**config.mk**
```make
export PLATFORM = sky130hd
export DESIGN_NAME = fspc_host
export DESIGN_NICKNAME = d
export VERILOG_FILES = /design/src/core/fspc_pkg.sv /design/src/core/fspc_host.sv /design/src/core/fspc_sync.sv
export SDC_FILE = /design/constraint.sdc
export NUM_CORES = 1
export LEC_CHECK = 0
export ABC_AREA = 1
export BUFFER_PORTS_ARGS = -buffer_cell sky130_fd_sc_hd__buf_2
export CORE_MARGIN = 2
export CORE_UTILIZATION = 53
export DETAILED_ROUTE_END_ITERATION = 6
export GPL_ROUTABILITY_DRIVEN = 0
export PLACE_DENSITY = 0.86
export SLEW_MARGIN = 5
export SYNTH_ARGS = -nofsm -noshare
export SYNTH_HDL_FRONTEND = slang
export SYNTH_SLANG_ARGS = --single-unit
```
**constraint.sdc**
```tcl
create_clock -name mclk_i -period 4.9 [get_ports mclk_i]
set_clock_uncertainty 0.2 [all_clocks]
set_input_delay 1.47 -clock mclk_i [delete_from_list [all_inputs] [get_ports mclk_i]]
set_output_delay 1.47 -clock mclk_i [all_outputs]
set_load 0.02 [all_outputs]
```
**src/core/fspc_pkg.sv**
```systemverilog
// Package for the flash sector protection host controller
package fspc_pkg;
  // Pin timing figures in ns and their cycle counts at 100 ns per clock
  localparam int CLK_PERIOD_NS = 100;
  localparam int WP_PROT_MIN_NS = 100;
  localparam int WP_PROT_CYC = (WP_PROT_MIN_NS + CLK_PERIOD_NS - 1) / CLK_PERIOD_NS;
  localparam int WP_UNPROT_MIN_NS = 100;
  localparam int WP_UNPROT_CYC = (WP_UNPROT_MIN_NS + CLK_PERIOD_NS - 1) / CLK_PERIOD_NS;
  localparam int VLHT_NS = 4000;
  localparam int VLHT_CYC = (VLHT_NS + CLK_PERIOD_NS - 1) / CLK_PERIOD_NS;
  localparam int ACC_NS = 90;
  localparam int ACC_CYC = (ACC_NS + CLK_PERIOD_NS - 1) / CLK_PERIOD_NS;
  localparam int SLEEP_EXTRA_NS = 30;
  localparam int SLEEP_CYC = (ACC_NS + SLEEP_EXTRA_NS + CLK_PERIOD_NS - 1) / CLK_PERIOD_NS;
  // Address bit positions and command bytes
  localparam int ADDR_W = 20;
  localparam int BIT_ADDR0 = 0;
  localparam int BIT_ADDR1 = 1;
  localparam int BIT_ADDR6 = 6;
  localparam logic [7:0] CMD_ID_READ = 8'h90;
  localparam logic [7:0] CMD_RESET = 8'hF0;
  localparam logic [7:0] STATUS_CLEAR = 8'h00;
  localparam logic [2:0] OP_PROTECT = 3'h0;
  localparam logic [2:0] OP_UNPROTECT = 3'h1;
  localparam logic [2:0] OP_VERIFY_HV = 3'h2;
  localparam logic [2:0] OP_VERIFY_ID = 3'h3;
  localparam logic [2:0] OP_TEMP_ON = 3'h4;
  localparam logic [2:0] OP_TEMP_OFF = 3'h5;

  // Command from the user side
  typedef struct packed {
    logic [2:0] op;
    logic [ADDR_W-1:0] sector_addr;
  } fspc_cmd_t;

  // Pins toward the flash
  typedef struct packed {
    logic [ADDR_W-1:0] addr;
    logic ce_n;
    logic oe_n;
    logic we_n;
    logic addr9_hv;
    logic oe_hv;
    logic reset_hv;
  } fspc_pins_t;
endpackage

```
**src/core/fspc_host.sv**
```systemverilog
// Host controller driving the protect, unprotect and verify pin sequences
// Notes on behaviour
// - Elevated reset pin temporarily unprotects sectors
// - Protect: elevated line nine, OE, write pulse
// - Verify: elevated line nine, bit one high
// - Identifier command then read gives protect bit
// - Reset command leaves identifier read mode
// - Unprotect: elevated OE, line nine, bit six
// - Protect all sectors before chip unprotect; OP_UNPROTECT does not do this, the caller protects each sector first
// - Write needs CE, WE low, OE high
`timescale 1ns/1ps
`default_nettype none
module fspc_host
  import fspc_pkg::*;
#(
  parameter int PROT_PULSE_CYC = WP_PROT_CYC,
  parameter int UNPROT_PULSE_CYC = WP_UNPROT_CYC,
  parameter int SETTLE_CYC = VLHT_CYC
) (
  input wire logic mclk_i,
  input wire logic rst_i,
  input wire logic cmd_valid_i,
  input wire fspc_cmd_t cmd_i,
  output logic cmd_ready_o,
  output logic done_o,
  output logic [7:0] status_o,
  output fspc_pins_t pins_o,
  output logic [7:0] dq_o,
  output logic dq_oe_o,
  input wire logic [7:0] dq_i
);
  // Counters are 16 bits wide, so longer counts cannot be served
  if (PROT_PULSE_CYC < 1 || PROT_PULSE_CYC > 65535) begin : g_bad_prot
    $error("fspc_host: protect pulse count out of range");
  end
  if (UNPROT_PULSE_CYC < 1 || UNPROT_PULSE_CYC > 65535) begin : g_bad_unprot
    $error("fspc_host: unprotect pulse count out of range");
  end
  if (SETTLE_CYC < 1 || SETTLE_CYC > 65535) begin : g_bad_settle
    $error("fspc_host: settle count out of range");
  end

  typedef enum {S_IDLE, S_SETUP, S_PULSE, S_HOLD, S_READ, S_CAPT, S_WCMD, S_WGAP, S_DONE} fspc_state_t;
  fspc_state_t state_r, state_nxt;
  fspc_cmd_t cmd_r;
  fspc_pins_t pins_r, pins_nxt;
  logic [15:0] cnt_r, cnt_nxt;
  logic [1:0] wstep_r, wstep_nxt;
  logic [7:0] status_r, status_nxt, dq_r, dq_nxt;
  logic dq_oe_r, dq_oe_nxt, temp_r, temp_nxt;
  logic [7:0] dq_sync;

  // Data bus from the flash is asynchronous to mclk_i
  fspc_sync #(.W(8)) u_dq_sync (
    .mclk_i(mclk_i),
    .rst_i(rst_i),
    .d_i(dq_i),
    .q_o(dq_sync)
  );

  // Elevated addresses: bit one high for verify; bits zero and six forced low,
  // since bit six high under elevated levels would unprotect the whole chip
  wire logic [ADDR_W-1:0] hv_verify_addr = ADDR_W'(1 << BIT_ADDR1);
  wire logic [ADDR_W-1:0] low_clr_mask = ~(ADDR_W'(1 << BIT_ADDR0) | ADDR_W'(1 << BIT_ADDR6));
  wire logic [ADDR_W-1:0] sector_sel = cmd_i.sector_addr & low_clr_mask;
  wire logic [ADDR_W-1:0] id_verify_addr = cmd_r.sector_addr | ADDR_W'(1 << BIT_ADDR1);
  wire logic [ADDR_W-1:0] unprot_addr = ADDR_W'(1 << BIT_ADDR6);
  wire logic is_unprot = (cmd_r.op == OP_UNPROTECT);
  wire logic [15:0] pulse_len = is_unprot ? 16'(UNPROT_PULSE_CYC) : 16'(PROT_PULSE_CYC);
  // Write step picks the byte: first enter identifier mode, then leave it
  wire logic [7:0] wcmd_byte = (wstep_r == 2'h0) ? CMD_ID_READ : CMD_RESET;

  assign cmd_ready_o = (state_r == S_IDLE);
  assign done_o = (state_r == S_DONE);
  assign status_o = status_r;
  assign pins_o = pins_r;
  assign dq_o = dq_r;
  assign dq_oe_o = dq_oe_r;

  // Sequencer for every operation
  always_comb begin
    state_nxt = state_r;
    pins_nxt = pins_r;
    cnt_nxt = cnt_r;
    wstep_nxt = wstep_r;
    status_nxt = status_r;
    dq_nxt = dq_r;
    dq_oe_nxt = dq_oe_r;
    temp_nxt = temp_r;
    case (state_r)
      S_IDLE: begin
        // Idle pins: deselected, write inhibited
        pins_nxt.ce_n = 1'b1;
        pins_nxt.oe_n = 1'b1;
        pins_nxt.we_n = 1'b1;
        pins_nxt.addr9_hv = 1'b0;
        pins_nxt.oe_hv = 1'b0;
        pins_nxt.reset_hv = temp_r;
        dq_oe_nxt = 1'b0;
        cnt_nxt = 16'h0000;
        if (cmd_valid_i) begin
          case (cmd_i.op)
            OP_PROTECT: begin
              pins_nxt.addr = sector_sel;
              pins_nxt.ce_n = 1'b0;
              pins_nxt.addr9_hv = 1'b1;
              pins_nxt.oe_hv = 1'b1;
              state_nxt = S_SETUP;
            end
            OP_UNPROTECT: begin
              pins_nxt.addr = unprot_addr;
              pins_nxt.ce_n = 1'b0;
              pins_nxt.addr9_hv = 1'b1;
              pins_nxt.oe_hv = 1'b1;
              state_nxt = S_SETUP;
            end
            OP_VERIFY_HV: begin
              pins_nxt.addr = sector_sel | hv_verify_addr;
              pins_nxt.addr9_hv = 1'b1;
              state_nxt = S_SETUP;
            end
            OP_VERIFY_ID: begin
              wstep_nxt = 2'h0;
              state_nxt = S_WCMD;
            end
            OP_TEMP_ON: begin
              temp_nxt = 1'b1;
              pins_nxt.reset_hv = 1'b1;
              state_nxt = S_HOLD;
            end
            OP_TEMP_OFF: begin
              temp_nxt = 1'b0;
              pins_nxt.reset_hv = 1'b0;
              state_nxt = S_HOLD;
            end
            default: state_nxt = S_DONE;
          endcase
        end
      end
      // Let elevated levels settle before the pulse or read
      S_SETUP: begin
        cnt_nxt = cnt_r + 16'h0001;
        if (cnt_r + 16'h0001 >= 16'(SETTLE_CYC)) begin
          cnt_nxt = 16'h0000;
          if (cmd_r.op == OP_VERIFY_HV) begin
            pins_nxt.ce_n = 1'b0;
            pins_nxt.oe_n = 1'b0;
            state_nxt = S_READ;
          end else begin
            pins_nxt.we_n = 1'b0;
            state_nxt = S_PULSE;
          end
        end
      end
      // Hold write enable low for the protect or unprotect pulse
      S_PULSE: begin
        cnt_nxt = cnt_r + 16'h0001;
        if (cnt_r + 16'h0001 >= pulse_len) begin
          pins_nxt.we_n = 1'b1;
          cnt_nxt = 16'h0000;
          state_nxt = S_HOLD;
        end
      end
      // Release elevated line nine and OE (reset keeps its level) and wait for the levels to settle
      S_HOLD: begin
        pins_nxt.addr9_hv = 1'b0;
        pins_nxt.oe_hv = 1'b0;
        pins_nxt.ce_n = 1'b1;
        cnt_nxt = cnt_r + 16'h0001;
        if (cnt_r + 16'h0001 >= 16'(SETTLE_CYC)) begin
          state_nxt = S_DONE;
        end
      end
      // Wait access time plus synchroniser delay, then capture
      S_READ: begin
        cnt_nxt = cnt_r + 16'h0001;
        if (cnt_r + 16'h0001 >= 16'(ACC_CYC + 2)) begin
          state_nxt = S_CAPT;
        end
      end
      S_CAPT: begin
        // Bit zero shows protection; an unprotected sector reads zero
        status_nxt = dq_sync;
        pins_nxt.oe_n = 1'b1;
        pins_nxt.ce_n = 1'b1;
        cnt_nxt = 16'h0000;
        if (cmd_r.op == OP_VERIFY_ID) begin
          wstep_nxt = 2'h1;
          state_nxt = S_WCMD;
        end else begin
          state_nxt = S_HOLD;
        end
      end
      // Write one command byte: CE and WE low with OE high
      S_WCMD: begin
        pins_nxt.addr = '0;
        pins_nxt.ce_n = 1'b0;
        pins_nxt.oe_n = 1'b1;
        pins_nxt.we_n = 1'b0;
        dq_nxt = wcmd_byte;
        dq_oe_nxt = 1'b1;
        state_nxt = S_WGAP;
      end
      S_WGAP: begin
        pins_nxt.we_n = 1'b1;
        pins_nxt.ce_n = 1'b1;
        dq_oe_nxt = 1'b0;
        if (wstep_r == 2'h0) begin
          // Identifier mode entered; read with address bit one high
          pins_nxt.addr = id_verify_addr;
          pins_nxt.ce_n = 1'b0;
          pins_nxt.oe_n = 1'b0;
          cnt_nxt = 16'h0000;
          state_nxt = S_READ;
        end else begin
          state_nxt = S_DONE;
        end
      end
      S_DONE: state_nxt = S_IDLE;
      default: state_nxt = S_IDLE;
    endcase
  end

  // State registers; pins start safe so the flash stays in array read
  always_ff @(posedge mclk_i) begin
    if (rst_i) begin
      state_r <= S_IDLE;
      pins_r <= '{addr: '0, ce_n: 1'b1, oe_n: 1'b1, we_n: 1'b1, addr9_hv: 1'b0, oe_hv: 1'b0, reset_hv: 1'b0};
      cnt_r <= 16'h0000;
      wstep_r <= 2'h0;
      status_r <= STATUS_CLEAR;
      dq_r <= 8'h00;
      dq_oe_r <= 1'b0;
      temp_r <= 1'b0;
    end else begin
      state_r <= state_nxt;
      pins_r <= pins_nxt;
      cnt_r <= cnt_nxt;
      wstep_r <= wstep_nxt;
      status_r <= status_nxt;
      dq_r <= dq_nxt;
      dq_oe_r <= dq_oe_nxt;
      temp_r <= temp_nxt;
    end
  end

  // Command is latched when taken
  always_ff @(posedge mclk_i) begin
    if (rst_i) begin
      cmd_r <= '0;
    end else if (cmd_valid_i && state_r == S_IDLE) begin
      cmd_r <= cmd_i;
    end
  end
endmodule
`default_nettype wire

```
**src/core/fspc_sync.sv**
```systemverilog
// Two flop synchroniser for pin inputs
`timescale 1ns/1ps
`default_nettype none
module fspc_sync #(
  parameter int W = 8
) (
  input wire logic mclk_i,
  input wire logic rst_i,
  input wire logic [W-1:0] d_i,
  output logic [W-1:0] q_o
);
  // A zero-width bus has nothing to carry
  if (W < 1) begin : g_bad_width
    $error("fspc_sync: width must be at least one");
  end
  logic [W-1:0] meta_r;
  // First stage feeds only the second
  always_ff @(posedge mclk_i) begin
    if (rst_i) begin
      meta_r <= '0;
      q_o <= '0;
    end else begin
      meta_r <= d_i;
      q_o <= meta_r;
    end
  end
endmodule
`default_nettype wire

```
==> flow_metrics.env <==
export IMPL_fillerInstances=760
export IMPL_rrSetupSlack_ps=2380
export IMPL_n_antenna_cell=0
export IMPL_core_region_area_um2=8258
export IMPL_p_leak_nw=2.275
export IMPL_path_clk_slew_ps=90
export IMPL_fmax_mhz=319.4
export IMPL_synth_simple_gate_area_share_pct=32.58
export IMPL_intPower_mw=1.522
export IMPL_drc=0
export IMPL_cts_inserted_buffers=9
export IMPL_switchingPower_mw=1.054
export IMPL_ys_seq_area_share_pct=42.92
export IMPL_nets=739
export IMPL_syn2layout_area_growth_pct=12.69
export IMPL_worstMarginPinSlew_ps=1215
export IMPL_final_setup_tns_ps=0
export IMPL_final_hold_viol_count=0
export IMPL_grt_max_degree=55
export IMPL_vias_per_cell=5.439
export IMPL_cp_num_cells=4
export IMPL_synth_compound_area_share_pct=13.88
export IMPL_utilization_pct=61.74
export IMPL_crit_path_max_fanout=8
export IMPL_io_pins=79
export IMPL_globalRouteOverflowTotal=0
export IMPL_rsz0062_at_grt="false"
export IMPL_pwr_share_clk_pct=20.9
export IMPL_cp_common_cell="nor2_2"
export IMPL_critical_path_arrival_ps=1460
export IMPL_postLayoutSetupSlackWorst_ps=1769
export IMPL_antenna_found_initial=0
export IMPL_ant_nets=0
export IMPL_cts_sinks=97
export IMPL_rr_startpoint="state_r[2]$_SDFFE_PP0P_"
export IMPL_drive_above_1_share_pct=17.42
export IMPL_synth_xor_area_share_pct=0.3872
export IMPL_seqCellArea_um2=1942
export IMPL_hp_class="reg2reg"
export IMPL_num_rows=33
export IMPL_post_drt_wl_per_cell_um=13.25
export IMPL_critPathBufInv=1
export IMPL_slew_headroom_pct=18.50
export IMPL_comb_power_share_pct=37.3
export IMPL_startpoint_type="flop"
export IMPL_cp_startpoint="state_r[1]$_SDFFE_PP0P_"
export IMPL_crit_family="simple AND/OR/NAND/NOR gates"
export IMPL_vdd_drop_max_uv=287.0
export IMPL_multi_input_area_um2=2185
export IMPL_synth_cells=643
export IMPL_die_area_um2=9292
export IMPL_status="finished, final reports clean"
export IMPL_dr_total_vias=4411
export IMPL_drv_cap=0
export IMPL_syn_cell_area_um2=4524
export IMPL_cts_setup_buffers=0
export IMPL_dp_slack_ps=1659
export IMPL_drt_initial_drc_count=264
export IMPL_die_h_um=96.40
export IMPL_slew_viol_final=0
export IMPL_grt_usage_pct=23.51
export IMPL_crit_slowest_cell="dfxtp_1"
export IMPL_timing_rr_end="pins_o[3]$_SDFFE_PP1P_"
export IMPL_finalSetupViolCount=0
export IMPL_cp_slowest_stage_delay_ps=360
export IMPL_synth_top_family_by_area="simple AND/OR/NAND/NOR gates"
export IMPL_powerDensity_nw_per_um2=505.3
export IMPL_yosys_warnings=0
export IMPL_reg2reg_depth=11
export IMPL_htree_levels=3
export IMPL_synthAdderAreaFrac_pct=1.106
export IMPL_fin_crit_sh_pct=63.91
export IMPL_power_frac_seq_pct=41.8
export IMPL_portBuffers=74
export IMPL_synthMuxAreaShare_pct=0
export IMPL_syn_avg_cell_area_um2=7.036
export IMPL_criticalPathCategory="reg2out"
export IMPL_grt_pass1_wl_um=17340
export IMPL_start_util_pct=54.79
export IMPL_dp_hpwl_um=7404
export IMPL_required_ps=3230
export IMPL_ys_ff_latch=97
export IMPL_min_period_ps=3131
export IMPL_die_width_um=96.40
export IMPL_crit_chain="nor2_2, nand2_1, nor2_2, buf_2"
export IMPL_first_global_vias=3795
export IMPL_clockBufferDepth=2
export IMPL_synth_distinct_cells=34
export IMPL_cts_root_buf="clkbuf_8"
export IMPL_first_pass_iters=5
export IMPL_cts_resized=0
export IMPL_holdBufCountCts=0
export IMPL_clock_latency_ps=360
export IMPL_tritoncts="done"
export IMPL_endpoint="cmd_ready_o"
export IMPL_p_sw_share_pct=40.91
export IMPL_totalWireLength_um=10740
export IMPL_crit_path_end_kind="output pin"
worst min path at each step:
stage | depth (start not counted) | startpoint | end
final | 2 | u_dq_sync.meta_r[6]$_SDFF_PP0_ | u_dq_sync.q_o[6]$_SDFF_PP0_
after floorplan | 2 | u_dq_sync.meta_r[0]$_SDFF_PP0_ | u_dq_sync.q_o[0]$_SDFF_PP0_
after detailed placement | 2 | u_dq_sync.meta_r[6]$_SDFF_PP0_ | u_dq_sync.q_o[6]$_SDFF_PP0_
after CTS | 2 | u_dq_sync.meta_r[6]$_SDFF_PP0_ | u_dq_sync.q_o[6]$_SDFF_PP0_
after global placement | 2 | u_dq_sync.meta_r[1]$_SDFF_PP0_ | u_dq_sync.q_o[1]$_SDFF_PP0_
after global routing | 2 | u_dq_sync.meta_r[2]$_SDFF_PP0_ | u_dq_sync.q_o[2]$_SDFF_PP0_
tightest hold or removal path, stage by stage (launching register included):
cell and delay [ps]:
dfxtp_1 310, inv_1 40, nor2_1 30
stage by stage:
| step | hold WS (ps) | power, mW | std cells | area (um2) |
|---|---|---|---|---|
| 4_1_cts | 208.2 | 2.575 | 811 | 5099 |
| 3_5_place_dp | 194.7 | 2.041 | 795 | 4895 |
| 3_3_place_gp | 190.4 | 2.011 | 795 | 4895 |
| 6_report | 206.2 | 2.576 | 811 | 5099 |
| 5_1_grt | 218.9 | 2.745 | 811 | 5099 |
| 2_1_floorplan | 188.3 | 1.782 | 646 | 4536 |
cell type report:
cell class / instances / share of cell area, %
multi-input cells: 451 / 42.85
well taps: 105 / 2.577
repair buffers: 77 / 7.706
clock buffers: 11 / 2.773
flip-flops and latches: 97 / 38.09
inverters: 65 / 4.785
clock inverters: 5 / 1.227
cells by family (layout without fill, tap and decap cells):
logic type                 after synthesis  count (layout)
AOI/OAI and AO/OA                      115             115
xor gates and xnor gates                 2               2
adders and majority gates                4               4
buffers and inverters                   98             158
DFF                                     97              97
other                                    1               4
and+or+nand+nor                        326             326
metal layers:
| metal | vias up | track usage, % | wire, um |
|---|---|---|---|
| li1 | 2213 | - | - |
| met1 | 2025 | 32.08 | 4656 |
| met2 | 157 | 38.14 | 5144 |
| met3 | 16 | 3.879 | 787 |
| met4 | 0 | 7.629 | 153 |
| met5 | - | 0 | 0 |
cell usage after synthesis, drive strengths merged:
cell | count | area (um2)
nand2 | 125 | 489.2
nor2 | 125 | 521.8
dfxtp | 97 | 1942
inv | 64 | 240.2
o21ai | 58 | 297.8
nand3 | 37 | 205.2
a21oi | 31 | 155.2
nand4 | 28 | 187.7
a31oi | 19 | 118.9
clkbuf | 18 | 67.56
buf | 15 | 97.59
nor3 | 7 | 40.04
ha | 4 | 50.05
o211ai | 4 | 30.03
nand3b | 2 | 15.01
a211oi | 1 | 7.510
and2 | 1 | 8.760
and3 | 1 | 6.260
clkinv | 1 | 3.750
conb | 1 | 3.750
o211a | 1 | 10.01
o311ai | 1 | 8.760
xnor2 | 1 | 8.760
xor2 | 1 | 8.760
power by group through the flow:
stage                     logic, mW  clock network, mW  registers [mW]
after floorplan               0.583                  0            1.20
after global placement        0.921                  0            1.09
after detailed placement      0.950                  0            1.09
after CTS                     0.954              0.544            1.08
after global routing           1.07              0.576            1.10
final                         0.961              0.537            1.08
placed cells by master, fill, tap and decap left out, types with 2 or more instances in the layout:
cell type	instances
buf_4	3
clkbuf_8	10
a31oi_1	19
nor3_1	6
clkinv_1	2
ha_1	4
clkinvlp_4	2
conb_1	4
nand3b_1	2
nor2_2	6
o21ai_0	56
nand2_1	119
nor2_1	114
a21oi_1	31
nand3_2	4
o21ai_2	2
nand4_1	26
nor2_4	5
dfxtp_1	97
buf_2	74
inv_2	4
nand3_1	33
nand4_2	2
nand2_2	5
o211ai_1	4
inv_1	59
state kept, by name (all words and copies together) (netlist names):
signal,cells
dq_oe_o,1
pins_o,26
status_o,8
cnt_r,16
cmd_r,22
dq_o,2
wstep_r,1
temp_r,1
u_dq_sync.q_o,8
u_dq_sync.meta_r,8
state_r,4
No activity file was read; power rests on OpenSTA's default activity.
